### config.mk
export PLATFORM = sky130hd
export DESIGN_NAME = mac_tx_dev_flat
export DESIGN_NICKNAME = d
export VERILOG_FILES = /design/src/shared/mac_tx_pkg.sv /design/src/shared/mac_csr_if.sv /design/src/hw/mac_tx_dev.sv /design/src/flat_wrapper.sv
export VERILOG_INCLUDE_DIRS = /design/src /design/src/shared
export SDC_FILE = /design/constraint.sdc
export NUM_CORES = 1
export LEC_CHECK = 0
export BUFFER_PORTS_ARGS = -buffer_cell sky130_fd_sc_hd__clkbuf_2
export CORE_UTILIZATION = 35
export CTS_CLUSTER_DIAMETER = 100
export DETAILED_ROUTE_END_ITERATION = 7
export PLACE_DENSITY = 0.72
export SETUP_SLACK_MARGIN = 0.4
export SYNTH_ARGS = -nofsm -noshare
export SYNTH_HDL_FRONTEND = slang
export SYNTH_SLANG_ARGS = --single-unit
### constraint.sdc
create_clock -name sys_clk -period 1.05 [get_ports sys_clk]
set_clock_uncertainty 0.1 [all_clocks]
set_input_delay 0 -clock sys_clk [delete_from_list [all_inputs] [get_ports sys_clk]]
set_output_delay 0 -clock sys_clk [all_outputs]
set_load 0.02 [all_outputs]
### src/shared/mac_tx_consts.svh
// constants of the transmit control register block
//
// Behaviour
// csr registers 32 bits, little endian
// reads accept any byte-enable pattern
// only byte/word/dword writes; others target-aborted
// all other addresses reserved, read zero; 12'h100 here returns a status word
// burst field bits 29-24, zero unlimited
// bit 18 enables udp checksum generation
// bit 17 enables tcp checksum generation
// bit 16 enables ip header checksum generation
// software should enable crc with checksums
// full duplex flow control sends pause
// half duplex flow control applies backpressure
// bit 2 pads frames below 64 bytes
// padding forces crc append on
// bit 1 appends crc to frames
// bit 0 enables and runs transmit dma
// stop only after current frame ends
// stop command acts only while running
// software writes control register near last
// reserved bits read zero, writes ignored
`ifndef MAC_TX_CONSTS_SVH
`define MAC_TX_CONSTS_SVH

`define CSR_ADDR_W        12
`define TX_CTRL_OFFSET    12'h000
`define TX_STATUS_OFFSET  12'h100
`define TX_CTRL_RESET     32'h0000_0000
`define TX_CTRL_WMASK     32'h3f07_0207
`define TX_BURST_LSB      24
`define TX_BURST_MSB      29
`define TX_UDP_BIT        18
`define TX_TCP_BIT        17
`define TX_IP_BIT         16
`define TX_FLOW_BIT       9
`define TX_PAD_BIT        2
`define TX_FCS_BIT        1
`define TX_RUN_BIT        0
`define TX_MIN_FRAME      7'h40

`endif

### src/shared/mac_tx_pkg.sv
// types shared by both ends of the transmit control register link
`default_nettype none
package mac_tx_pkg;

    typedef enum logic [1:0] {
        TX_STOPPED  = 2'b00,
        TX_RUNNING  = 2'b01,
        TX_STOPPING = 2'b10
    } tx_state_t;

    typedef struct packed {
        logic [5:0] burst;
        logic       udpSum;
        logic       tcpSum;
        logic       ipSum;
        logic       flowCtrl;
        logic       padShort;
        logic       appendFcs;
        logic       dmaRun;
    } tx_ctrl_t;

    typedef struct packed {
        tx_ctrl_t    ctrl;
        tx_state_t   txState;
        logic [31:0] rdata;
        logic        abort;
        logic        fcsOut;
        logic        pauseArmed;
        logic        pausePulse;
        logic        backpressure;
    } dev_state_t;

    typedef struct packed {
        logic [11:0] addr;
        logic [31:0] wdata;
        logic [3:0]  beN;
        logic        wr;
        logic        rd;
        logic        rdPend;
        logic [31:0] rdata;
        logic        rdValid;
        logic        abortSeen;
        logic        refused;
    } host_state_t;

    // active-low enables: one byte, an aligned half word or the whole word
    function automatic logic be_legal(input logic [3:0] beN);
        case (beN)
            4'he, 4'hd, 4'hb, 4'h7, 4'hc, 4'h3, 4'h0: be_legal = 1'b1;
            default:                                   be_legal = 1'b0;
        endcase
    endfunction

endpackage
`default_nettype wire

### src/shared/mac_csr_if.sv
// register access link between the bus master and the transmit control block
`default_nettype none
interface mac_csr_if;
    logic [11:0] csrAddr;
    logic [31:0] csrWdata;
    logic [3:0]  pciByteEnableN;
    logic        csrWrite;
    logic        csrRead;
    logic [31:0] csrRdata;
    logic        csrAbort;

    modport dev (
        input  csrAddr, csrWdata, pciByteEnableN, csrWrite, csrRead,
        output csrRdata, csrAbort
    );
    modport host (
        output csrAddr, csrWdata, pciByteEnableN, csrWrite, csrRead,
        input  csrRdata, csrAbort
    );
endinterface
`default_nettype wire

### src/hw/mac_tx_dev.sv
// transmit dma control register and run/stop control, device end
//
// The strobed register port was chosen for this implementation.
`include "mac_tx_consts.svh"
`default_nettype none
module mac_tx_dev (
    input  wire logic  sys_clk,            // 25 MHz clock
    input  wire logic  resetn,             // async reset, active low
    mac_csr_if.dev     csr,                // register access link
    input  wire logic  fullDuplex,         // link is in full duplex
    input  wire logic  rxBufHigh,          // receive buffer near overflow
    input  wire logic  frameActive,        // a frame is being transmitted
    output logic [5:0] txBurstWordLimit,   // words per dma burst, 0 = no limit
    output logic       txUdpSumGen,        // insert udp checksum
    output logic       txTcpSumGen,        // insert tcp checksum
    output logic       txIpSumGen,         // insert ip header checksum
    output logic       txFlowCtrlEn,       // flow control bit as written
    output logic       txPadShortEn,       // pad frames shorter than minimum
    output logic [6:0] txMinFrameBytes,    // padding target length
    output logic       txAppendFcs,        // append crc, forced by padding
    output logic       txDmaRun,           // engine may start new frames
    output logic       txStopped,          // transmit process stopped
    output logic       pauseReq,           // one-cycle request to send pause
    output logic       backpressure        // half duplex jam level
);

    // ==================================================================
    // state registers
    mac_tx_pkg::dev_state_t stateQ;
    mac_tx_pkg::dev_state_t stateD;

    logic [31:0] ctrlWord;
    logic [31:0] statusWord;
    logic [31:0] laneMask;
    logic [31:0] newCtrl;
    logic        ctrlHit;
    logic        statusHit;
    logic        writeOk;

    // ==================================================================
    // byte lane decode, little endian
    // enable bit i, active low, opens bits 8i+7:8i
    genvar lane;
    generate
        for (lane = 0; lane < 4; lane++) begin : g_lane
            assign laneMask[lane*8 +: 8] = {8{~csr.pciByteEnableN[lane]}};
        end
    endgenerate

    assign ctrlHit   = (csr.csrAddr == `TX_CTRL_OFFSET);
    assign statusHit = (csr.csrAddr == `TX_STATUS_OFFSET);
    // legality gates the whole write, so an aborted access touches no lane
    assign writeOk   = csr.csrWrite && mac_tx_pkg::be_legal(csr.pciByteEnableN);

    always_comb begin
        ctrlWord = '0;
        ctrlWord[`TX_BURST_MSB:`TX_BURST_LSB] = stateQ.ctrl.burst;
        ctrlWord[`TX_UDP_BIT]  = stateQ.ctrl.udpSum;
        ctrlWord[`TX_TCP_BIT]  = stateQ.ctrl.tcpSum;
        ctrlWord[`TX_IP_BIT]   = stateQ.ctrl.ipSum;
        ctrlWord[`TX_FLOW_BIT] = stateQ.ctrl.flowCtrl;
        ctrlWord[`TX_PAD_BIT]  = stateQ.ctrl.padShort;
        ctrlWord[`TX_FCS_BIT]  = stateQ.ctrl.appendFcs;
        ctrlWord[`TX_RUN_BIT]  = stateQ.ctrl.dmaRun;
    end

    // own read-only status word; writes to its offset fall on no register
    // and are dropped like any other unmapped access
    always_comb begin
        statusWord = '0;
        statusWord[1:0] = stateQ.txState;
        statusWord[2]   = stateQ.backpressure;
        statusWord[3]   = ~stateQ.pauseArmed;
    end

    // only enabled lanes of writable bits change; reserved bits stay zero
    assign newCtrl = (ctrlWord & ~(laneMask & `TX_CTRL_WMASK))
                   | (csr.csrWdata & laneMask & `TX_CTRL_WMASK);

    // ==================================================================
    // next state
    always_comb begin
        stateD = stateQ;
        // one-cycle answers fall back to zero unless set below
        stateD.abort      = 1'b0;
        stateD.pausePulse = 1'b0;
        stateD.rdata      = '0;

        // reads take any byte-enable pattern and always return the whole word
        if (csr.csrRead) begin
            if (ctrlHit) begin
                stateD.rdata = ctrlWord;
            end else if (statusHit) begin
                stateD.rdata = statusWord;
            end else begin
                stateD.rdata = '0;
            end
        end

        // an illegal pattern is aborted and leaves every register alone
        if (csr.csrWrite && !writeOk) begin
            stateD.abort = 1'b1;
        end

        // burst size is stored unchecked: legal sizes are the driver's duty,
        // and clamping here would only hide a software fault
        if (writeOk && ctrlHit) begin
            stateD.ctrl.burst     = newCtrl[`TX_BURST_MSB:`TX_BURST_LSB];
            stateD.ctrl.udpSum    = newCtrl[`TX_UDP_BIT];
            stateD.ctrl.tcpSum    = newCtrl[`TX_TCP_BIT];
            stateD.ctrl.ipSum     = newCtrl[`TX_IP_BIT];
            stateD.ctrl.flowCtrl  = newCtrl[`TX_FLOW_BIT];
            stateD.ctrl.padShort  = newCtrl[`TX_PAD_BIT];
            stateD.ctrl.appendFcs = newCtrl[`TX_FCS_BIT];
            stateD.ctrl.dmaRun    = newCtrl[`TX_RUN_BIT];
        end

        // padding cannot work without a valid crc behind the pad
        stateD.fcsOut = stateD.ctrl.appendFcs | stateD.ctrl.padShort;

        // run/stop sequencing follows the enable bit
        // the stop is taken from the written bit, so a clear while stopped
        // finds nothing to stop and the machine simply stays put
        case (stateQ.txState)
            mac_tx_pkg::TX_STOPPED: begin
                if (stateD.ctrl.dmaRun) begin
                    stateD.txState = mac_tx_pkg::TX_RUNNING;
                end
            end
            mac_tx_pkg::TX_RUNNING: begin
                if (!stateD.ctrl.dmaRun) begin
                    if (frameActive) begin
                        stateD.txState = mac_tx_pkg::TX_STOPPING;
                    end else begin
                        stateD.txState = mac_tx_pkg::TX_STOPPED;
                    end
                end
            end
            mac_tx_pkg::TX_STOPPING: begin
                // re-enabling before the frame ends simply keeps running
                if (stateD.ctrl.dmaRun) begin
                    stateD.txState = mac_tx_pkg::TX_RUNNING;
                end else if (!frameActive) begin
                    stateD.txState = mac_tx_pkg::TX_STOPPED;
                end
            end
            default: begin
                stateD.txState = mac_tx_pkg::TX_STOPPED;
            end
        endcase

        // one pause per excursion of the receive buffer above its threshold
        // a level-driven request would flood the link while the buffer stays high
        if (stateQ.ctrl.flowCtrl && fullDuplex && rxBufHigh && stateQ.pauseArmed) begin
            stateD.pausePulse = 1'b1;
            stateD.pauseArmed = 1'b0;
        end else if (!rxBufHigh) begin
            stateD.pauseArmed = 1'b1;
        end

        // backpressure is a level; cleared flow control means none at all
        stateD.backpressure = stateQ.ctrl.flowCtrl && !fullDuplex && rxBufHigh;
    end

    // ==================================================================
    // registers
    // reset image of the control word, unpacked field by field below
    localparam logic [31:0] CtrlReset = `TX_CTRL_RESET;

    // one register for the whole struct keeps every field under the same reset
    always_ff @(posedge sys_clk or negedge resetn) begin
        if (!resetn) begin
            stateQ                <= '0;
            stateQ.ctrl.burst     <= CtrlReset[`TX_BURST_MSB:`TX_BURST_LSB];
            stateQ.ctrl.udpSum    <= CtrlReset[`TX_UDP_BIT];
            stateQ.ctrl.tcpSum    <= CtrlReset[`TX_TCP_BIT];
            stateQ.ctrl.ipSum     <= CtrlReset[`TX_IP_BIT];
            stateQ.ctrl.flowCtrl  <= CtrlReset[`TX_FLOW_BIT];
            stateQ.ctrl.padShort  <= CtrlReset[`TX_PAD_BIT];
            stateQ.ctrl.appendFcs <= CtrlReset[`TX_FCS_BIT];
            stateQ.ctrl.dmaRun    <= CtrlReset[`TX_RUN_BIT];
            stateQ.fcsOut         <= CtrlReset[`TX_FCS_BIT] | CtrlReset[`TX_PAD_BIT];
            stateQ.txState        <= mac_tx_pkg::TX_STOPPED;
            stateQ.pauseArmed     <= 1'b1;
        end else begin
            stateQ <= stateD;
        end
    end

    // ==================================================================
    // outputs
    // frames are the datapath's; this block only hands it enables
    assign csr.csrRdata      = stateQ.rdata;
    assign csr.csrAbort      = stateQ.abort;
    assign txBurstWordLimit  = stateQ.ctrl.burst;
    assign txUdpSumGen       = stateQ.ctrl.udpSum;
    assign txTcpSumGen       = stateQ.ctrl.tcpSum;
    assign txIpSumGen        = stateQ.ctrl.ipSum;
    assign txFlowCtrlEn      = stateQ.ctrl.flowCtrl;
    assign txPadShortEn      = stateQ.ctrl.padShort;
    assign txMinFrameBytes   = `TX_MIN_FRAME;
    assign txAppendFcs       = stateQ.fcsOut;
    assign txDmaRun          = (stateQ.txState == mac_tx_pkg::TX_RUNNING);
    assign txStopped         = (stateQ.txState == mac_tx_pkg::TX_STOPPED);
    assign pauseReq          = stateQ.pausePulse;
    assign backpressure      = stateQ.backpressure;

endmodule
`default_nettype wire

### src/flat_wrapper.sv
// flat-port wrapper written by rule: the top's interface ports become plain ports
module mac_tx_dev_flat 
  (sys_clk, resetn, fullDuplex, rxBufHigh, frameActive, txBurstWordLimit, txUdpSumGen, txTcpSumGen, txIpSumGen, txFlowCtrlEn, txPadShortEn, txMinFrameBytes, txAppendFcs, txDmaRun, txStopped, pauseReq, backpressure, csr_csrAddr, csr_csrWdata, csr_pciByteEnableN, csr_csrWrite, csr_csrRead, csr_csrRdata, csr_csrAbort);
  mac_csr_if csr_i ();
  input  wire logic sys_clk;
  input  wire logic resetn;
  input  wire logic fullDuplex;
  input  wire logic rxBufHigh;
  input  wire logic frameActive;
  output logic [5:0] txBurstWordLimit;
  output logic txUdpSumGen;
  output logic txTcpSumGen;
  output logic txIpSumGen;
  output logic txFlowCtrlEn;
  output logic txPadShortEn;
  output logic [6:0] txMinFrameBytes;
  output logic txAppendFcs;
  output logic txDmaRun;
  output logic txStopped;
  output logic pauseReq;
  output logic backpressure;
  input wire logic [$bits(csr_i.csrAddr)-1:0] csr_csrAddr;
  input wire logic [$bits(csr_i.csrWdata)-1:0] csr_csrWdata;
  input wire logic [$bits(csr_i.pciByteEnableN)-1:0] csr_pciByteEnableN;
  input wire logic [$bits(csr_i.csrWrite)-1:0] csr_csrWrite;
  input wire logic [$bits(csr_i.csrRead)-1:0] csr_csrRead;
  output wire logic [$bits(csr_i.csrRdata)-1:0] csr_csrRdata;
  output wire logic [$bits(csr_i.csrAbort)-1:0] csr_csrAbort;
  assign csr_i.csrAddr = csr_csrAddr;
  assign csr_i.csrWdata = csr_csrWdata;
  assign csr_i.pciByteEnableN = csr_pciByteEnableN;
  assign csr_i.csrWrite = csr_csrWrite;
  assign csr_i.csrRead = csr_csrRead;
  assign csr_csrRdata = csr_i.csrRdata;
  assign csr_csrAbort = csr_i.csrAbort;
  mac_tx_dev u_core (.sys_clk(sys_clk), .resetn(resetn), .csr(csr_i), .fullDuplex(fullDuplex), .rxBufHigh(rxBufHigh), .frameActive(frameActive), .txBurstWordLimit(txBurstWordLimit), .txUdpSumGen(txUdpSumGen), .txTcpSumGen(txTcpSumGen), .txIpSumGen(txIpSumGen), .txFlowCtrlEn(txFlowCtrlEn), .txPadShortEn(txPadShortEn), .txMinFrameBytes(txMinFrameBytes), .txAppendFcs(txAppendFcs), .txDmaRun(txDmaRun), .txStopped(txStopped), .pauseReq(pauseReq), .backpressure(backpressure));
endmodule
; Word level (Yosys, flattened, before mapping)
; Cells that the tools add are included.
[word_totals]
register_bits = 52
inputBits = 55
output_inout_bits = 56
[op_classes]
muxes = 15
reduce_logical = 15
bitwise = 10
eq_ne = 13
[ops]
columns = operator, count
row1 = 30-bit AND, 2
row2 = 32-bit two-way mux, 1
row3 = 30-bit two-way mux, 1
row4 = 30-bit NOT, 1
row5 = 30-bit bitwise OR, 1
row6 = "4-bit equality test, second input constant", 4
row7 = "12-bit by 9-bit equality test with 1-bit output, second input constant", 1
row8 = 12-bit logical NOT, 1
row9 = 2-bit two-way mux, 5
row10 = 1-bit logical AND, 8
row11 = 7-bit OR reduction, 1
row12 = 2-bit case mux with 3 select lines, 1
row13 = 1-bit two-way mux, 5
row14 = 1-bit NOT, 5
row15 = "4-bit by 2-bit equality test with 1-bit output, second input constant", 1
row16 = "4-bit by 3-bit equality test with 1-bit output, second input constant", 1
row17 = 4-bit logical NOT, 1
row18 = 4-bit two-way mux, 1
row19 = "2-bit by 1-bit != test with 1-bit output, second input constant", 2
row20 = 3-bit two-way mux, 1
row21 = "3-bit by 2-bit != test with 1-bit output, second input constant", 1
row22 = 3-bit AND reduction, 1
row23 = "2-bit by 1-bit equality test with 1-bit output, second input constant", 1
row24 = "2-bit equality test, second input constant", 1
row25 = 4 further kinds, 5

; Depth between registers and ports, before layout
[logic_depth]
ltp_word = 8
mapped_depth = 5
mapped_depth_nobuf = 4

; Worst setup path before layout
; Ideal clock, no wire load.
[synth_timing]
kind = in2reg
from = input port csr_csrAddr[1]
to = register (tool-made name)
path_stages = 5
n_path_buf = 1
arrival_time_ns = 1.109
path_slack_ns = -0.284
required_ns = 0.825
path_cell_list = nor4_1 and4_1 clkbuf_4 o211ai_4 mux2_4
[synth_rtl]
columns = element, line
row1 = from (decl), flat_wrapper.sv:22  ; input wire logic [$bits(csr_i.csrAddr)-1:0] csr_csrAddr;

==> impl_metrics.env <==
export IMPL_outcome="complete, but fails checks"
export IMPL_violations="hold timing, setup timing"
export IMPL_top_layer_used="met4"
export IMPL_antenna_found_initial=0
export IMPL_clock_latency_ns=0.28
export IMPL_slew_viol_final=0
export IMPL_gr_total_overflow=0
export IMPL_yosys_warnings=0
export IMPL_switchingPower_uw=658
export IMPL_die_x_um=72.5
export IMPL_final_area_um2=2710
export IMPL_dieArea_um2=5260
export IMPL_routedWlPerCell_um=12.1
export IMPL_rr_startpoint="u_core.stateQ[38]"
export IMPL_post_drt_via_cell_ratio=4.15
export IMPL_grt_pass1_wl_um=5340
export IMPL_mappedNetlistArea_um2=1740
export IMPL_fillerInstances=393
export IMPL_hold_buffers=1
export IMPL_vdd_drop_max_v=0.000479
export IMPL_final_cells=295
export IMPL_postRouteAntennaNets=0
export IMPL_clock_sinks=34
export IMPL_seqPwrFrac_pct=50.0
export IMPL_numCtsBuffers=5
export IMPL_yosysTopAreaCell="dfrtp_1"
export IMPL_drc=0
export IMPL_h_tree_depth=2
export IMPL_clkPwrFrac_pct=37.4
export IMPL_fp_coreArea_um2=4750
export IMPL_critPathMaxStageDelay_ns=0.32
export IMPL_drtIter0Drc=15
export IMPL_critical_path_arrival_ns=1.24
export IMPL_fin_nets=282
export IMPL_grt_max_degree=20
export IMPL_synth_edf_count=0
export IMPL_r2r_setup_slack_ns=-0.05
export IMPL_period_needed_ns=1.18
export IMPL_async_flop_share_pct=100
export IMPL_yosysSeqAreaShare_pct=49.0
export IMPL_worstPathMaxFanout=6
export IMPL_setup_violations=27
export IMPL_power_density_nw_per_um2=971
export IMPL_intPower_mw=1.97
export IMPL_first_pass_iters=4
export IMPL_maxCapViolCount=0
export IMPL_wl_met1_um=1310
export IMPL_ios=111
export IMPL_multiInputGateArea_um2=781
export IMPL_fin_tns_setup_ns=-1.39
export IMPL_met3_length_um=209
export IMPL_cts_max_path_buffers=2
export IMPL_vias=1223
export IMPL_synthTopCellsByCount="45 x buf_4, 33 x dfrtp_1, 10 x and2_1, 8 x nand2_1"
export IMPL_routed_wl_um=3560
export IMPL_slowest_stage="and4_4"
export IMPL_syn_inst=152
export IMPL_worstPathCellList="buf_6 -> nor4_4 -> and4_4 -> o211ai_4 -> buf_12 -> mux2_4"
export IMPL_gp_congestion=0.726
export IMPL_seq_area_um2=856
export IMPL_cp_top_family="simple AND/OR/NAND/NOR gates"
export IMPL_grt_pass1_vias=1227
export IMPL_grt_total_usage_pct=13.7
export IMPL_cts_root_buf="clkbuf_8"
export IMPL_rr_worst_depth=3
export IMPL_swShare_pct=25.0
export IMPL_initial_core_util_pct=36.6
export IMPL_placed_area_um2=2100
export IMPL_diodes=0
export IMPL_hold_path_class="primary input to asynchronous set/reset pin"
export IMPL_ys_ff_latch=34
export IMPL_reg2reg_to="u_core.csr.csrRdata[1]"
export IMPL_setup_ws_ns=-0.129
export IMPL_clock_fmax_ghz=0.848
export IMPL_syn_avg_cell_area_um2=11.5
export IMPL_critPathKind="primary input to flop"
export IMPL_rsz0062_at_grt="yes"
export IMPL_p_leak_nw=1.43
export IMPL_die_h_um=72.5
export IMPL_route_met2_wl_um=2000
export IMPL_path_clk_slew_ns=0.07
export IMPL_p_comb_share_pct=12.6
export IMPL_holdWs_ns=-0.511
export IMPL_drive_above_1_share_pct=64.5
export IMPL_dp_cells=279
export IMPL_rows=25
export IMPL_worstSetupEndpointType="flop"
export IMPL_synth_ff_type="dfrtp_1"
export IMPL_port_buffers=66
export IMPL_synth_distinct_cells=35
export IMPL_crit_buf_inv=2
export IMPL_yosysMostFrequentCell="buf_4"
export IMPL_critPathLaunchType="primary input"
export IMPL_worstPathRequired_ns=1.11
export IMPL_dp_hpwl_um=2520
export IMPL_area_growth_pct=55.6
export IMPL_period_share_pct=112
export IMPL_finalHoldViolCount=54
export IMPL_netlist_area_leader_share_pct=47.4
export IMPL_synthTopCellsByArea="dfrtp_1 47%, buf_4 19%, mux2_4 6.0%"
export IMPL_cts_tree="done"
[how the worst max path moves through the flow]
stage / from / slack, ns / cells past startpoint / end
after floorplan: csr_csrAddr[1] / -0.23 / 5 / flop
after global placement: csr_csrAddr[1] / -0.45 / 6 / u_core.ctrlWord[1]
after detailed placement: csr_csrAddr[6] / -0.49 / 6 / u_core.ctrlWord[1]
after CTS: csr_pciByteEnableN[3] / -0.12 / 6 / flop
after global routing: csr_csrAddr[2] / -0.17 / 6 / flop
final: csr_csrAddr[10] / -0.13 / 6 / flop
[repair_timing]
| action | CTS | global route |
|---|---|---|
| endpoints found under the setup margin | 65 | 65 |
| pin swaps | 7 | 9 |
| endpoints found under the hold margin | 54 | 54 |
| resized for setup | 79 | 30 |
| setup buffers | 4 | 3 |
[placed cells by master (no fill, tap or decap), types with 4 or more instances in the layout]
cell | netlist | layout
and2_4 | 0 | 9
buf_4 | 45 | 16
buf_6 | 0 | 12
clkbuf_2 | 0 | 31
clkbuf_8 | 0 | 33
conb_1 | 2 | 25
dfrtp_1 | 33 | 30
inv_1 | 4 | 4
mux2_4 | 7 | 8
nand2_1 | 8 | 4
[routing by layer]
layer  vias up  GRT usage (%)
met2        59           25.1
li1        578              -
met3         2           3.75
met4         0           6.32
met1       584           14.5
met5         -              0
[final cells by class]
| class | instances | share of cell area [%] |
|---|---|---|
| inverter | 4 | 0.555 |
| sequential | 34 | 31.6 |
| clock inverter | 2 | 0.462 |
| multi-input combinational | 90 | 28.8 |
| tap | 67 | 3.10 |
| clock buffer | 6 | 3.05 |
| timing repair buffer | 92 | 32.4 |
[cell families (layout without fill, tap and decap cells)]
logic type      after synthesis  count (layout)  synth area share (%)
flops                        34              34                  49.0
buf+inv                      51             104                  20.9
mux                          14              14                  10.6
other cells                   2              25                 0.432
simple gates                 40              40                  12.7
compound gates               11              11                  6.40
[per-stage QoR]
step	power (mW)	setup WS (ns)	utilization, %
after floorplan	1.54	-0.231	-
after global placement	1.62	-0.446	44.1
after detailed placement	1.62	-0.485	44.1
after CTS	2.64	-0.115	54.2
after global routing	2.75	-0.168	56.9
final	2.63	-0.129	56.9
[power by group through the flow]
stage	registers (mW)	clock network [mW]	logic, mW
2_1_floorplan	1.34	0	0.193
4_1_cts	1.31	1.02	0.304
3_5_place_dp	1.34	0	0.284
5_1_grt	1.31	1.07	0.360
6_report	1.32	0.982	0.331
3_3_place_gp	1.34	0	0.279
(Power assumes the default switching activity.)
